--- config.mk ---
export PLATFORM = sky130hd
export DESIGN_NAME = i2c_ptr_target
export DESIGN_NICKNAME = d
export VERILOG_FILES = /design/src/hw/i2c_ptr_pkg.sv /design/src/hw/i2c_ptr_target.sv /design/src/hw/pin_sync3.sv
export SDC_FILE = /design/constraint.sdc
export NUM_CORES = 1
export LEC_CHECK = 0
export ABC_CLOCK_PERIOD_IN_PS = 1800
export BUFFER_PORTS_ARGS = -buffer_cell sky130_fd_sc_hd__clkbuf_2
export CAP_MARGIN = 5
export CORE_UTILIZATION = 51
export CTS_CLUSTER_SIZE = 12
export DETAILED_ROUTE_END_ITERATION = 12
export PLACE_DENSITY = 0.77
export RECOVER_POWER = 25
export SETUP_SLACK_MARGIN = 0.3
export SYNTH_ARGS = -nofsm -noshare
export SYNTH_HDL_FRONTEND = slang
export SYNTH_HIERARCHICAL = 1
export SYNTH_SLANG_ARGS = --single-unit
--- constraint.sdc ---
create_clock -name clock -period 1.8 [get_ports clock]
set_clock_uncertainty 0.15 [all_clocks]
set_input_delay 0.18 -clock clock [delete_from_list [all_inputs] [get_ports clock]]
set_output_delay 0.18 -clock clock [all_outputs]
set_load 0.03 [all_outputs]
--- src/hw/i2c_ptr_pkg.sv ---
/*
  package for the i2c register pointer target: address, timing figures,
  link structs and pin sampler depth. assumes a 100 MHz system clock.
*/
package i2c_ptr_pkg;

  localparam logic [6:0] DEFAULT_TARGET_ADDR = 7'h32;
  localparam logic [7:0] PTR_RESET           = 8'h00;
  localparam logic [7:0] PTR_STEP            = 8'h01;
  localparam int         SYNC_STAGES         = 3;
  localparam logic [2:0] BIT_LAST            = 3'h7;
  localparam logic [2:0] BIT_FIRST           = 3'h0;

  // clock and bus figures
  localparam int CLK_PERIOD_NS     = 10;
  localparam int FSCL_FAST_KHZ     = 400;
  localparam int FSCL_STD_KHZ      = 100;
  // shortest scl phase the target must resolve (fast mode, about 1.25 us)
  localparam int SCL_MIN_PHASE_NS  = 1000000 / FSCL_FAST_KHZ / 2;
  localparam int SCL_MIN_PHASE_CYC = SCL_MIN_PHASE_NS / CLK_PERIOD_NS;

  // sampled pin levels
  typedef struct packed {
    logic scl;
    logic sda;
  } bus_pins_s;

  // data seen at the register side
  typedef struct packed {
    logic [7:0] addr;
    logic [7:0] data;
  } reg_access_s;

  typedef enum logic [2:0] {
    ST_IDLE  = 3'b000,
    ST_ADDR  = 3'b001,
    ST_AACK  = 3'b010,
    ST_WRX   = 3'b011,
    ST_WACK  = 3'b100,
    ST_RTX   = 3'b101,
    ST_RACK  = 3'b110
  } link_state_e;

endpackage : i2c_ptr_pkg

--- src/hw/i2c_ptr_target.sv ---
/*
  i2c target with an 8-bit register address pointer in front of a byte-wide
  register space. the register space itself sits outside: a write strobe
  with address and data, and a combinational read data input.
  assumes a 100 MHz clock, scl and sda as raw pins, open-drain sda.
*/
`timescale 1ns/1ps
module i2c_ptr_target #(
  parameter logic [6:0] TARGET_ADDR = i2c_ptr_pkg::DEFAULT_TARGET_ADDR
) (
  // system
  input  wire logic                    clock,
  input  wire logic                    rst_n,
  // bus pins
  input  wire logic                    scl,
  input  wire logic                    sda_in,
  output logic                         sda_out,
  output logic                         sda_oe_n,
  // register space
  output i2c_ptr_pkg::reg_access_s     wr_access,
  output logic                         wr_strobe,
  output logic [7:0]                   rd_addr,
  input  wire logic [7:0]              rd_data,
  // status
  output logic                         busy
);
  import i2c_ptr_pkg::*;

  // ----------------------------------------
  // pin sampling
  // ----------------------------------------
  bus_pins_s raw, pins, pins_d;
  assign raw.scl = scl;
  assign raw.sda = sda_in;

  // sampling at 100 MHz leaves many samples per fast-mode phase
  pin_sync3 u_sync (
    .clock (clock),
    .rst_n (rst_n),
    .raw   (raw),
    .clean (pins)
  );

  logic scl_rise, scl_fall, start_seen, stop_seen;
  assign scl_rise   = pins.scl & ~pins_d.scl;
  assign scl_fall   = ~pins.scl & pins_d.scl;
  assign start_seen = pins.scl & pins_d.scl & pins_d.sda & ~pins.sda;
  assign stop_seen  = pins.scl & pins_d.scl & ~pins_d.sda & pins.sda;

  function automatic logic [7:0] ptr_step(input logic [7:0] p);
    ptr_step = p + PTR_STEP;
  endfunction : ptr_step

  // ----------------------------------------
  // link state
  // ----------------------------------------
  link_state_e state, next_state;
  logic [7:0]  shreg, next_shreg;
  logic [2:0]  bitn, next_bitn;
  logic [7:0]  ptr, next_ptr;
  logic        first, next_first;
  logic        byte_done, next_byte_done;
  logic        drive_low, next_drive_low;
  logic        next_wr_strobe, next_busy;
  reg_access_s next_wr_access;

  always_comb begin
    next_state      = state;
    next_shreg      = shreg;
    next_bitn       = bitn;
    next_ptr        = ptr;
    next_first      = first;
    next_byte_done  = byte_done;
    next_drive_low  = drive_low;
    next_wr_strobe  = 1'b0;
    next_wr_access  = wr_access;
    next_busy       = (state != ST_IDLE);
    if (start_seen) begin
      // repeated start keeps the pointer for a following read
      next_state     = ST_ADDR;
      next_bitn      = BIT_FIRST;
      next_byte_done = 1'b0;
      next_drive_low = 1'b0;
    end else if (stop_seen) begin
      next_state     = ST_IDLE;
      next_byte_done = 1'b0;
      next_drive_low = 1'b0;
    end else begin
      unique case (state)
        ST_IDLE: begin
          next_drive_low = 1'b0;
        end
        ST_ADDR, ST_WRX: begin
          if (scl_rise) begin
            next_shreg     = {shreg[6:0], pins.sda};
            next_bitn      = bitn + 3'h1;
            // bit counter wraps to zero, so a flag marks the full byte
            next_byte_done = (bitn == BIT_LAST);
          end
          // the fall right after a start must not close an empty byte
          if (scl_fall && byte_done) begin
            next_byte_done = 1'b0;
            if (state == ST_ADDR) begin
              if (shreg[7:1] == TARGET_ADDR) begin
                next_state     = ST_AACK;
                next_drive_low = 1'b1;
                next_first     = 1'b1;
              end else begin
                next_state = ST_IDLE;
              end
            end else begin
              next_state     = ST_WACK;
              next_drive_low = 1'b1;
              if (first) begin
                next_ptr   = shreg;
                next_first = 1'b0;
              end else begin
                next_wr_strobe      = 1'b1;
                next_wr_access.addr = ptr;
                next_wr_access.data = shreg;
                next_ptr            = ptr_step(ptr);
              end
            end
          end
        end
        ST_AACK: begin
          if (scl_fall) begin
            if (shreg[0]) begin
              next_state     = ST_RTX;
              next_shreg     = rd_data;
              next_drive_low = ~rd_data[7];
              next_bitn      = BIT_FIRST;
            end else begin
              next_state     = ST_WRX;
              next_drive_low = 1'b0;
              next_bitn      = BIT_FIRST;
            end
          end
        end
        ST_WACK: begin
          if (scl_fall) begin
            next_state     = ST_WRX;
            next_drive_low = 1'b0;
          end
        end
        ST_RTX: begin
          if (scl_fall) begin
            if (bitn == BIT_LAST) begin
              next_state     = ST_RACK;
              next_drive_low = 1'b0;
              next_ptr       = ptr_step(ptr);
            end else begin
              next_shreg     = {shreg[6:0], 1'b0};
              next_drive_low = ~shreg[6];
              next_bitn      = bitn + 3'h1;
            end
          end
        end
        ST_RACK: begin
          if (scl_rise) begin
            next_first = pins.sda;
          end
          if (scl_fall) begin
            if (first) begin
              next_state = ST_IDLE; // nack ends the read
            end else begin
              next_state     = ST_RTX;
              next_shreg     = rd_data;
              next_drive_low = ~rd_data[7];
              next_bitn      = BIT_FIRST;
            end
          end
        end
        default: begin
          next_state = ST_IDLE;
        end
      endcase
    end
  end

  always_ff @(posedge clock) begin
    if (!rst_n) begin
      pins_d    <= '1;
      state     <= ST_IDLE;
      shreg     <= 8'h00;
      bitn      <= BIT_FIRST;
      ptr       <= PTR_RESET;
      first     <= 1'b0;
      byte_done <= 1'b0;
      drive_low <= 1'b0;
      wr_strobe <= 1'b0;
      wr_access <= '0;
      busy      <= 1'b0;
      sda_out   <= 1'b1;
      sda_oe_n  <= 1'b1;
      rd_addr   <= PTR_RESET;
    end else begin
      pins_d    <= pins;
      state     <= next_state;
      shreg     <= next_shreg;
      bitn      <= next_bitn;
      ptr       <= next_ptr;
      first     <= next_first;
      byte_done <= next_byte_done;
      drive_low <= next_drive_low;
      wr_strobe <= next_wr_strobe;
      wr_access <= next_wr_access;
      busy      <= next_busy;
      // open drain: only ever pull low
      sda_out   <= 1'b0;
      sda_oe_n  <= ~next_drive_low;
      rd_addr   <= next_ptr;
    end
  end

endmodule : i2c_ptr_target

--- src/hw/pin_sync3.sv ---
/*
  three-stage synchroniser for the scl and sda pins with agreement check.
  assumes pins are asynchronous to clock.
*/
`timescale 1ns/1ps
module pin_sync3 (
  // system
  input  wire logic                  clock,
  input  wire logic                  rst_n,
  // pins in, clean levels out
  input  wire i2c_ptr_pkg::bus_pins_s raw,
  output i2c_ptr_pkg::bus_pins_s      clean
);
  import i2c_ptr_pkg::*;

  bus_pins_s s1, s2, s3, next_clean;

  // idle bus is high on both lines
  always_comb begin
    next_clean.scl = (s2.scl == s3.scl) ? s3.scl : clean.scl;
    next_clean.sda = (s2.sda == s3.sda) ? s3.sda : clean.sda;
  end

  always_ff @(posedge clock) begin
    if (!rst_n) begin
      s1    <= '1;
      s2    <= '1;
      s3    <= '1;
      clean <= '1;
    end else begin
      s1    <= raw;
      s2    <= s1;
      s3    <= s2;
      clean <= next_clean;
    end
  end

endmodule : pin_sync3
# After elaboration in Yosys (flattened, before gate mapping)
# Cells that the tools add are included.
classes:
  addsub: 2
  eq_ne: 30
  n_mux: 56
  n_bitwise: 22
  reduce_logical: 20
op_table:
  columns: ["op", "count"]
  rows:
  - ["8-bit two-way mux", 12]
  - ["3-bit two-way mux", 15]
  - ["8-bit one-hot mux with 4 select lines", 1]
  - ["2-bit inequality test, second input constant", 12]
  - ["4-bit inequality test, second input constant", 6]
  - ["1-bit two-way mux", 22]
  - ["7-bit AND reduction", 3]
  - ["3-bit one-hot mux with 6 select lines", 1]
  - ["8-bit one-hot mux with 2 select lines", 1]
  - ["1-bit inverter", 15]
  - ["3-bit == test, second input constant", 4]
  - ["3-bit one-hot mux with 4 select lines", 1]
  - ["6-bit AND reduction", 2]
  - ["10-bit AND reduction", 1]
  - ["9-bit AND reduction", 1]
  - ["8-bit by 1-bit adder with 8-bit output, second input constant", 1]
  - ["8-bit AND reduction", 1]
  - ["1-bit bitwise AND", 7]
  - ["7-bit by 6-bit == test with 1-bit output, second input constant", 1]
  - ["3-bit by 2-bit == test with 1-bit output, second input constant", 2]
  - ["3-bit inequality test, second input constant", 2]
  - ["1-bit one-hot mux with 6 select lines", 1]
  - ["2-bit nonzero test", 3]
  - ["6-bit OR reduction", 1]
  - ["other kinds (12)", 14]
word_totals:
  ff_bits: 55
  input_bits: 12
  out_inout_bits: 28
  elab_cells: 155

# Logic depth before layout (Yosys ltp)
# Gate-level depths: netlist of the first run.
depth:
  word_depth: 8
  mapped_depth: 8
  ltp_nobuf: 7

# Hierarchy
# The synthesis of the first run kept the hierarchy.
by_module_without_submodules:
  columns: ["mod", "n_inst", "cells_each", "area_per_inst_um2", "seq_area_each_um2"]
  rows:
  - ["i2c_ptr_target", 1, 273, 2413.6, 940.9]
  - ["pin_sync3", 1, 20, 225.2, 160.2]

# Worst setup path after synthesis of the first run
# OpenSTA, ideal clock, no wires.
synth_path:
  path_type: "reg-to-reg"
  from: "register u_sync/clean[1] (netlist name)"
  to: "register wr_access[8] (netlist name)"
  setup_ns: 0.127
  t_arrival_ns: 1.547
  required_time_ns: 1.523
  setup_slack_ns: -0.024
  path_stages_with_launch: 8
  n_path_buf: 2
  period_less_slack_ns: 1.824
  cell_sequence: "dfxtp_1 buf_2 and2b_2 nand3_4 nor3_4 buf_8 mux2i_1 nor2_1"
synth_between:
  elab_chain_cells: 5
  elab_cells_between_ends: 11
  classes_between: "9 x bitwise; 2 x reduce/logical"
synth_lines:
  columns: ["item", "line_no", "text"]
  rows:
  - ["start, declared", "pin_sync3.sv:12", "output i2c_ptr_pkg::bus_pins_s clean"]
  - ["start signal, assigned", "pin_sync3.sv:34", "clean <= next_clean;"]
  - ["1-bit bitwise AND", "i2c_ptr_target.sv:47, i2c_ptr_target.sv:48", null]
  - ["1-bit bitwise AND, on equally long branches (2 in series)", "i2c_ptr_target.sv:48, i2c_ptr_target.sv:47", null]
  - ["1-bit inverter (no source line)", null, null]
  - ["6-bit AND reduction (no source line) *", null, null]
  - ["end signal, assigned", "i2c_ptr_target.sv:207", "wr_access <= next_wr_access;"]
  - ["end, declared", "i2c_ptr_target.sv:20", "output i2c_ptr_pkg::reg_access_s wr_access,"]
# Mark *: on every way between the ends. The rest lies on a longest branch, timed or not.
# A chain may end at the register's enable or synchronous reset.

# Worst setup path after layout of the first run
layout_path:
  from: "register bitn[1]"
  to: "register ptr[0]"
layout_between:
  elab_chain_cells: 3
layout_lines:
  columns: ["item", "line_no", "text"]
  rows:
  - ["start, declared", "i2c_ptr_target.sv:59", "logic [2:0] bitn, next_bitn;"]
  - ["start signal, assigned", "i2c_ptr_target.sv:201", "bitn <= next_bitn;"]
  - ["3-bit == test", "i2c_ptr_target.sv:148", "if (bitn == BIT_LAST) begin"]
  - ["2-bit inequality test (no source line)", null, null]
  - ["7-bit AND reduction (no source line)", null, null]
  - ["end signal, assigned", "i2c_ptr_target.sv:202", "ptr <= next_ptr;"]
  - ["end, declared", "i2c_ptr_target.sv:60", "logic [7:0] ptr, next_ptr;"]
# Every way passes these cells.

==> impl_metrics.ini, run 1 <==
[run_status]
status = complete, no violations

[drt]
dr_total_vias = 2518
via_per_inst = 5.62
drc = 0
drtIter0Drc = 194
ant_nets = 0
wl_um = 7150
detail_route.first_pass.iterations = 5
wl_per_cell_um = 15.9

[yosys]
synth_fa_ha_area_share_pct = 1.42
synth_top_area_share_pct = 41.7
synth.distinct_cells = 55
yosysTopAreaCell = dfxtp_1
synth_area_leaders = dfxtp_1 (42%), mux2i_1 (8.7%), nor2_1 (4.4%), a21oi_1 (4.0%), nand2_1 (4.0%)
yosysWarnings = 6
synth_flop_cell = dfxtp_1
synth_cells = 293
synthTopCellsByCount = dfxtp_1 (55), nor2_1 (31), nand2_1 (28)
synth-xor-area-share_pct = 0.664
synth_most_common_cell = dfxtp_1
synth-edff-count = 0
synthSimpleGateAreaFrac_pct = 23.9
yosysSeqAreaShare_pct = 41.7
async_reset_ff_share_pct = 0
synth_compound_area_share_pct = 19.3
synthesis.nets = 308
ys_ff_latch = 55
synth_top_family_by_area = simple AND/OR/NAND/NOR gates
avgSynthCellArea_um2 = 9.01
syn_area_um2 = 2640
synth.area.mux_share_pct = 8.72

[global_route]
grt_max_degree = 27
grt_pass1_wl_um = 10800
grt_pass1_vias = 2222
grt_usage_pct = 26.5
antenna_found_initial = 0
grt_overflow = 0

[timing]
worst_slack_ps = 39.7
slew_viol_final = 0
hold_viol = 0
rsz0062_at_grt = yes
fmax_mhz = 568
slew_headroom_pct = 40.9
setup_viol = 0
worst_pin_slew_ps = 887
period_share_pct = 97.8
layout_min_cycle_time_ps = 1760

[setup_path]
r2r_start = bitn[1]
crit_path_end_kind = flop
critPathRequiredTime_ps = 1850
rrSetupSlack_ps = 40
reg2reg_depth = 8
r2r_end = ptr[0]
crit_path_start_kind = flop
crit_chain = ha_4 -> ha_4 -> and3b_1 -> o211ai_1 -> buf_4 -> nor3_2 -> a21oi_1 -> a21oi_1
path_class = reg -> reg
critical_path_peak_fanout = 5
critPathMaxStageDelay_ps = 350
worst_path_max_delay_cell = dfxtp_2
crit_arrival_ps = 1810

[power_and_ir_drop]
fin_total_pwr_mw = 2.11
p_leak_nw = 1.45
power.density_nw_per_um2 = 570
peakVddDrop_v = 0.000540

[finish]
nNetsFinal = 395
syn2layout_area_growth_pct = 40.2
layout-drive-gt1-share_pct = 40.4
n_fill_cell = 339
num_antenna_cells = 0

[clock_tree]
numCtsBuffers = 5
clock_sinks = 55
cts_root_buffer = clkbuf_8
cts_tree = built
htreeDepth = 2
clk_pin_slew_worst_paths_ps = 110
clkLatencyLatePin_ps = 320
cts_buffer_depth = 2

[placement]
pre_cts_ws_ps = 25.1
gp_congestion = 0.941
portBuffers = 39
hpwl_um = 4470

[min_path]
whs_path_depth = 3
worst_hold_startpoint = rd_data[5]
min_path_type = in -> reg
hold_end = shreg[5]

[die]
initial_core_util_pct = 54.4
fp.dieH_um = 73.9
placementRows = 25
fp.dieArea_um2 = 5470
dieWidth_um = 73.9
io_pins = 40
core_um2 = 4850

[flow_run]
max-cap-violations = 0
[cell usage in the layout, fill, tap and decap left out, types with 3 or more instances in the layout]
cell type  instances
o22a_1             5
buf_12             3
dfxtp_1           43
nor2b_1            3
nand3b_1           3
a21oi_2            6
clkbuf_2          31
o221a_4            5
o21ai_0            4
clkbuf_1           9
mux2i_1           23
nand2b_1          10
dfxtp_4            6
buf_6              6
nand2_1           27
dfxtp_2            6
nor3_1             5
o22ai_1            3
buf_4             46
a21oi_1           15
nor2_1            31
a21o_1             3
ha_4               3
nand3_1           10
o21ai_1            5
clkbuf_8           5
[cell families after synthesis]
logic type                 after synthesis
AOI/OAI and AO/OA                       71
xor gates and xnor gates                 2
DFF                                     55
muxes                                   23
and+or+nand+nor                        118
adders and majority gates                3
buffers and inverters                   21
[metrics by stage]
step	utilization, %	std cells	hold WS (ps)	setup TNS [ps]	cell area, um2
after floorplan	-	293	103	-0.205	2730
after global placement	65.3	413	215	0	3170
after detailed placement	65.3	413	216	0	3170
final	76.3	448	103	0	3700
after CTS	74.8	445	21.8	0	3630
after global routing	76.3	448	84.6	-4.27	3700
[worst max path at each step]
stage | start | to | slack [ps] | depth (start not counted)
6_report | bitn[1] | ptr[0] | 40 | 8
2_1_floorplan | u_sync/clean[1] | wr_access[15] | -0.2 | 7
4_1_cts | state[2] | wr_access[13] | 80 | 8
3_3_place_gp | state[1] | shreg[1] | 40 | 6
5_1_grt | bitn[1] | ptr[2] | -3 | 8
3_5_place_dp | state[0] | wr_access[7] | 30 | 6
[cell type report]
cell class                      count  area (um2)  area share [%]
Clock buffer                        6        93.8            2.54
Multi-Input combinational cell    217        1650            44.6
Sequential cell                    55        1130            30.6
Clock inverter                      2        20.0           0.541
Tap cell                           67        83.8            2.27
Inverter                            3        11.3           0.304
Timing Repair Buffer               98         709            19.2
[what timing repair did]
action / CTS / global route
resized for setup: 32 / 16
cloned: 1 / 0
setup buffers: 21 / 3
setup endpoints to repair: 42 / 42
pin swaps: 20 / 13
endpoints found under the hold margin: 2 / 0
hold buffers: 2 / 0
[power breakdown]
part | internal, mW | total [mW] | switching, mW
Combinational | 0.0257 | 0.0664 | 0.0407
Sequential | 1.22 | 1.22 | 0.00610
Clock | 0.374 | 0.821 | 0.447
[critical path, delay by kind of cell, from the launching register on]
kind,cells,cell delay (ps)
compound gates,3,390
simple gates,2,240
fa+ha+maj,2,340
buf+inv,1,180
flops,1,350
[per-layer routing]
metal / vias to the layer above / GRT usage (%) / part of all wire [%]
li1: 1232 / - / -
met1: 1192 / 35.7 / 47
met2: 84 / 42.4 / 47
met3: 10 / 4.61 / 4.9
met4: 0 / 10.0 / 1.7
met5: - / 0 / 0
[flip-flops by register name, indices dropped and copies added (netlist names), 2 cells and up]
name          cells
wr_access        16
ptr               8
shreg             8
bitn              3
state             3
pins_d            2
u_sync/clean      2
u_sync/s1         2
u_sync/s2         2
u_sync/s3         2
Power figures use the tool's default switching activity.
==> run 2, diff against run 1 <==
==> constraint.sdc (replaced) <==
create_clock -name clock -period 1.8 [get_ports clock]
set_clock_uncertainty 0.15 [all_clocks]
set_input_delay 0.18 -clock clock [delete_from_list [all_inputs] [get_ports clock]]
set_output_delay 0.18 -clock clock [all_outputs]
set_load 0.1 [all_outputs]
==> impl_metrics.ini, run 2 (synthesis results as in run 1) <==
[setup_path]
critPathRequiredTime_ps = 1840
path_class = reg -> reg
crit_arrival_ps = 1820
crit_path_end_kind = flop
crit_path_start_kind = flop
critical_path_peak_fanout = 5

[drt]
via_per_inst = 6.06
wl_um = 7930
dr_total_vias = 2727
drc = 0
wl_per_cell_um = 17.6
drtIter0Drc = 228
ant_nets = 0
detail_route.first_pass.iterations = 5

[finish]
layout-drive-gt1-share_pct = 44.6
num_antenna_cells = 0
largest_reg_flops = 16
mostFrequentLayoutCell = buf_4
final_area_um2 = 3750
top_register = wr_access
layout_common_cells = buf_4 (50), dfxtp_1 (41), nor2_1 (31), clkbuf_2 (28), nand2_1 (25)
top_regs = wr_access (16), ptr (8), shreg (8)
nNetsFinal = 397
syn2layout_area_growth_pct = 42.0
layout.cells.non_filler = 450

[timing]
worst_pin_slew_ps = 546
slew_viol_final = 0
setup_viol = 0
period_share_pct = 99.2
slew_headroom_pct = 63.8
rsz0062_at_grt = yes
hold_viol = 0
layout_min_cycle_time_ps = 1780
fmax_mhz = 560

[clock_tree]
htreeDepth = 2
cts_buffer_depth = 2
cts_tree = built
numCtsBuffers = 5
clk_pin_slew_worst_paths_ps = 100
clock_sinks = 55
clkLatencyLatePin_ps = 310
cts_root_buffer = clkbuf_8

[placement]
dp_cells = 412
hpwl_um = 4730
portBuffers = 39
gp_congestion = 0.939
dpl_cell_area_um2 = 3160

[global_route]
grt_usage_pct = 31.0
grt_max_degree = 27
grt_pass1_vias = 2594
antenna_found_initial = 0
grt_pass1_wl_um = 12700
grt_overflow = 0

[run_status]
status = complete, no violations

[die]
fp.dieArea_um2 = 5470
io_pins = 40
dieWidth_um = 73.9
placementRows = 25
initial_core_util_pct = 54.4
core_um2 = 4850
fp.dieH_um = 73.9

[flow_run]
max-cap-violations = 0

[power_and_ir_drop]
p_leak_nw = 1.51
power.density_nw_per_um2 = 571
peakVddDrop_v = 0.000514

[min_path]
min_path_type = in -> reg
-- run 2: cell types whose count changed in the layout (fill, tap and decap cells not counted), moves of 3 or more --
cell,change
buf_2,+4
buf_4,+4
clkbuf_1,-9
clkbuf_2,-3
clkbuf_4,+6
o221a_2,+5
o221a_4,-5
-- run 2: repair_timing --
action	in CTS	in global routing
gates resized for setup	48	19
endpoints found under the hold margin	3	0
hold buffers	3	0
setup buffers	23	3
gates cloned	1	0
pin swaps	18	11
endpoints found under the setup margin	46	50
-- run 2: where the power goes --
group	internal [mW]	switching, mW
clock	0.421	0.419
combinational	0.0297	0.0483
sequential	1.21	0.00642
-- run 2: cell type report --
| cell class | count | area [um2] |
|---|---|---|
| inverter | 3 | 11.3 |
| clock inverter | 3 | 45.0 |
| clock buffer | 5 | 68.8 |
| multi-input combinational | 217 | 1650 |
| tap | 67 | 83.8 |
| timing repair buffer | 100 | 746 |
| sequential | 55 | 1140 |
| fill | 320 | 1100 |
-- run 2: through the flow --
step	worst slack, ps	hold slack, ps	util [%]	setup TNS, ps	power, mW
2_1_floorplan	-4.76	103	-	-45.3	1.29
3_3_place_gp	16.3	215	65.1	0	1.32
3_5_place_dp	-15.8	216	65.1	-30.7	1.32
4_1_cts	81.0	99.5	75.9	0	2.14
5_1_grt	-34.5	98.4	77.3	-132	2.21
6_report	15.2	103	77.3	0	2.14
-- run 2: worst paths after layout --
path | from | end | slack [ps] | cells after the start
worst min-delay path | rd_data[5] | shreg[5] | 100 | 3
worst min register to register | u_sync/s1[1] | u_sync/s2[1] | 280 | 1
worst max-delay path | bitn[1] | state[0] | 20 | 8
worst max register to register | bitn[1] | state[0] | 20 | 8
-- run 2: worst max-delay path, cell delays in order, from the launching register on --
cell and delay, ps:
dfxtp_2 350, ha_4 160, ha_4 180, nand2_2 70, a21oi_2 60, a211o_1 360
buf_6 150, nand4_1 80, o221ai_1 100
-- run 2: metal layers --
metal	GRT usage (%)	up-vias	part of all wire [%]
met2	54.0	161	49
met5	0	-	0
met4	12.4	0	3.1
li1	-	1238	-
met1	37.8	1289	41
met3	5.42	39	6.6
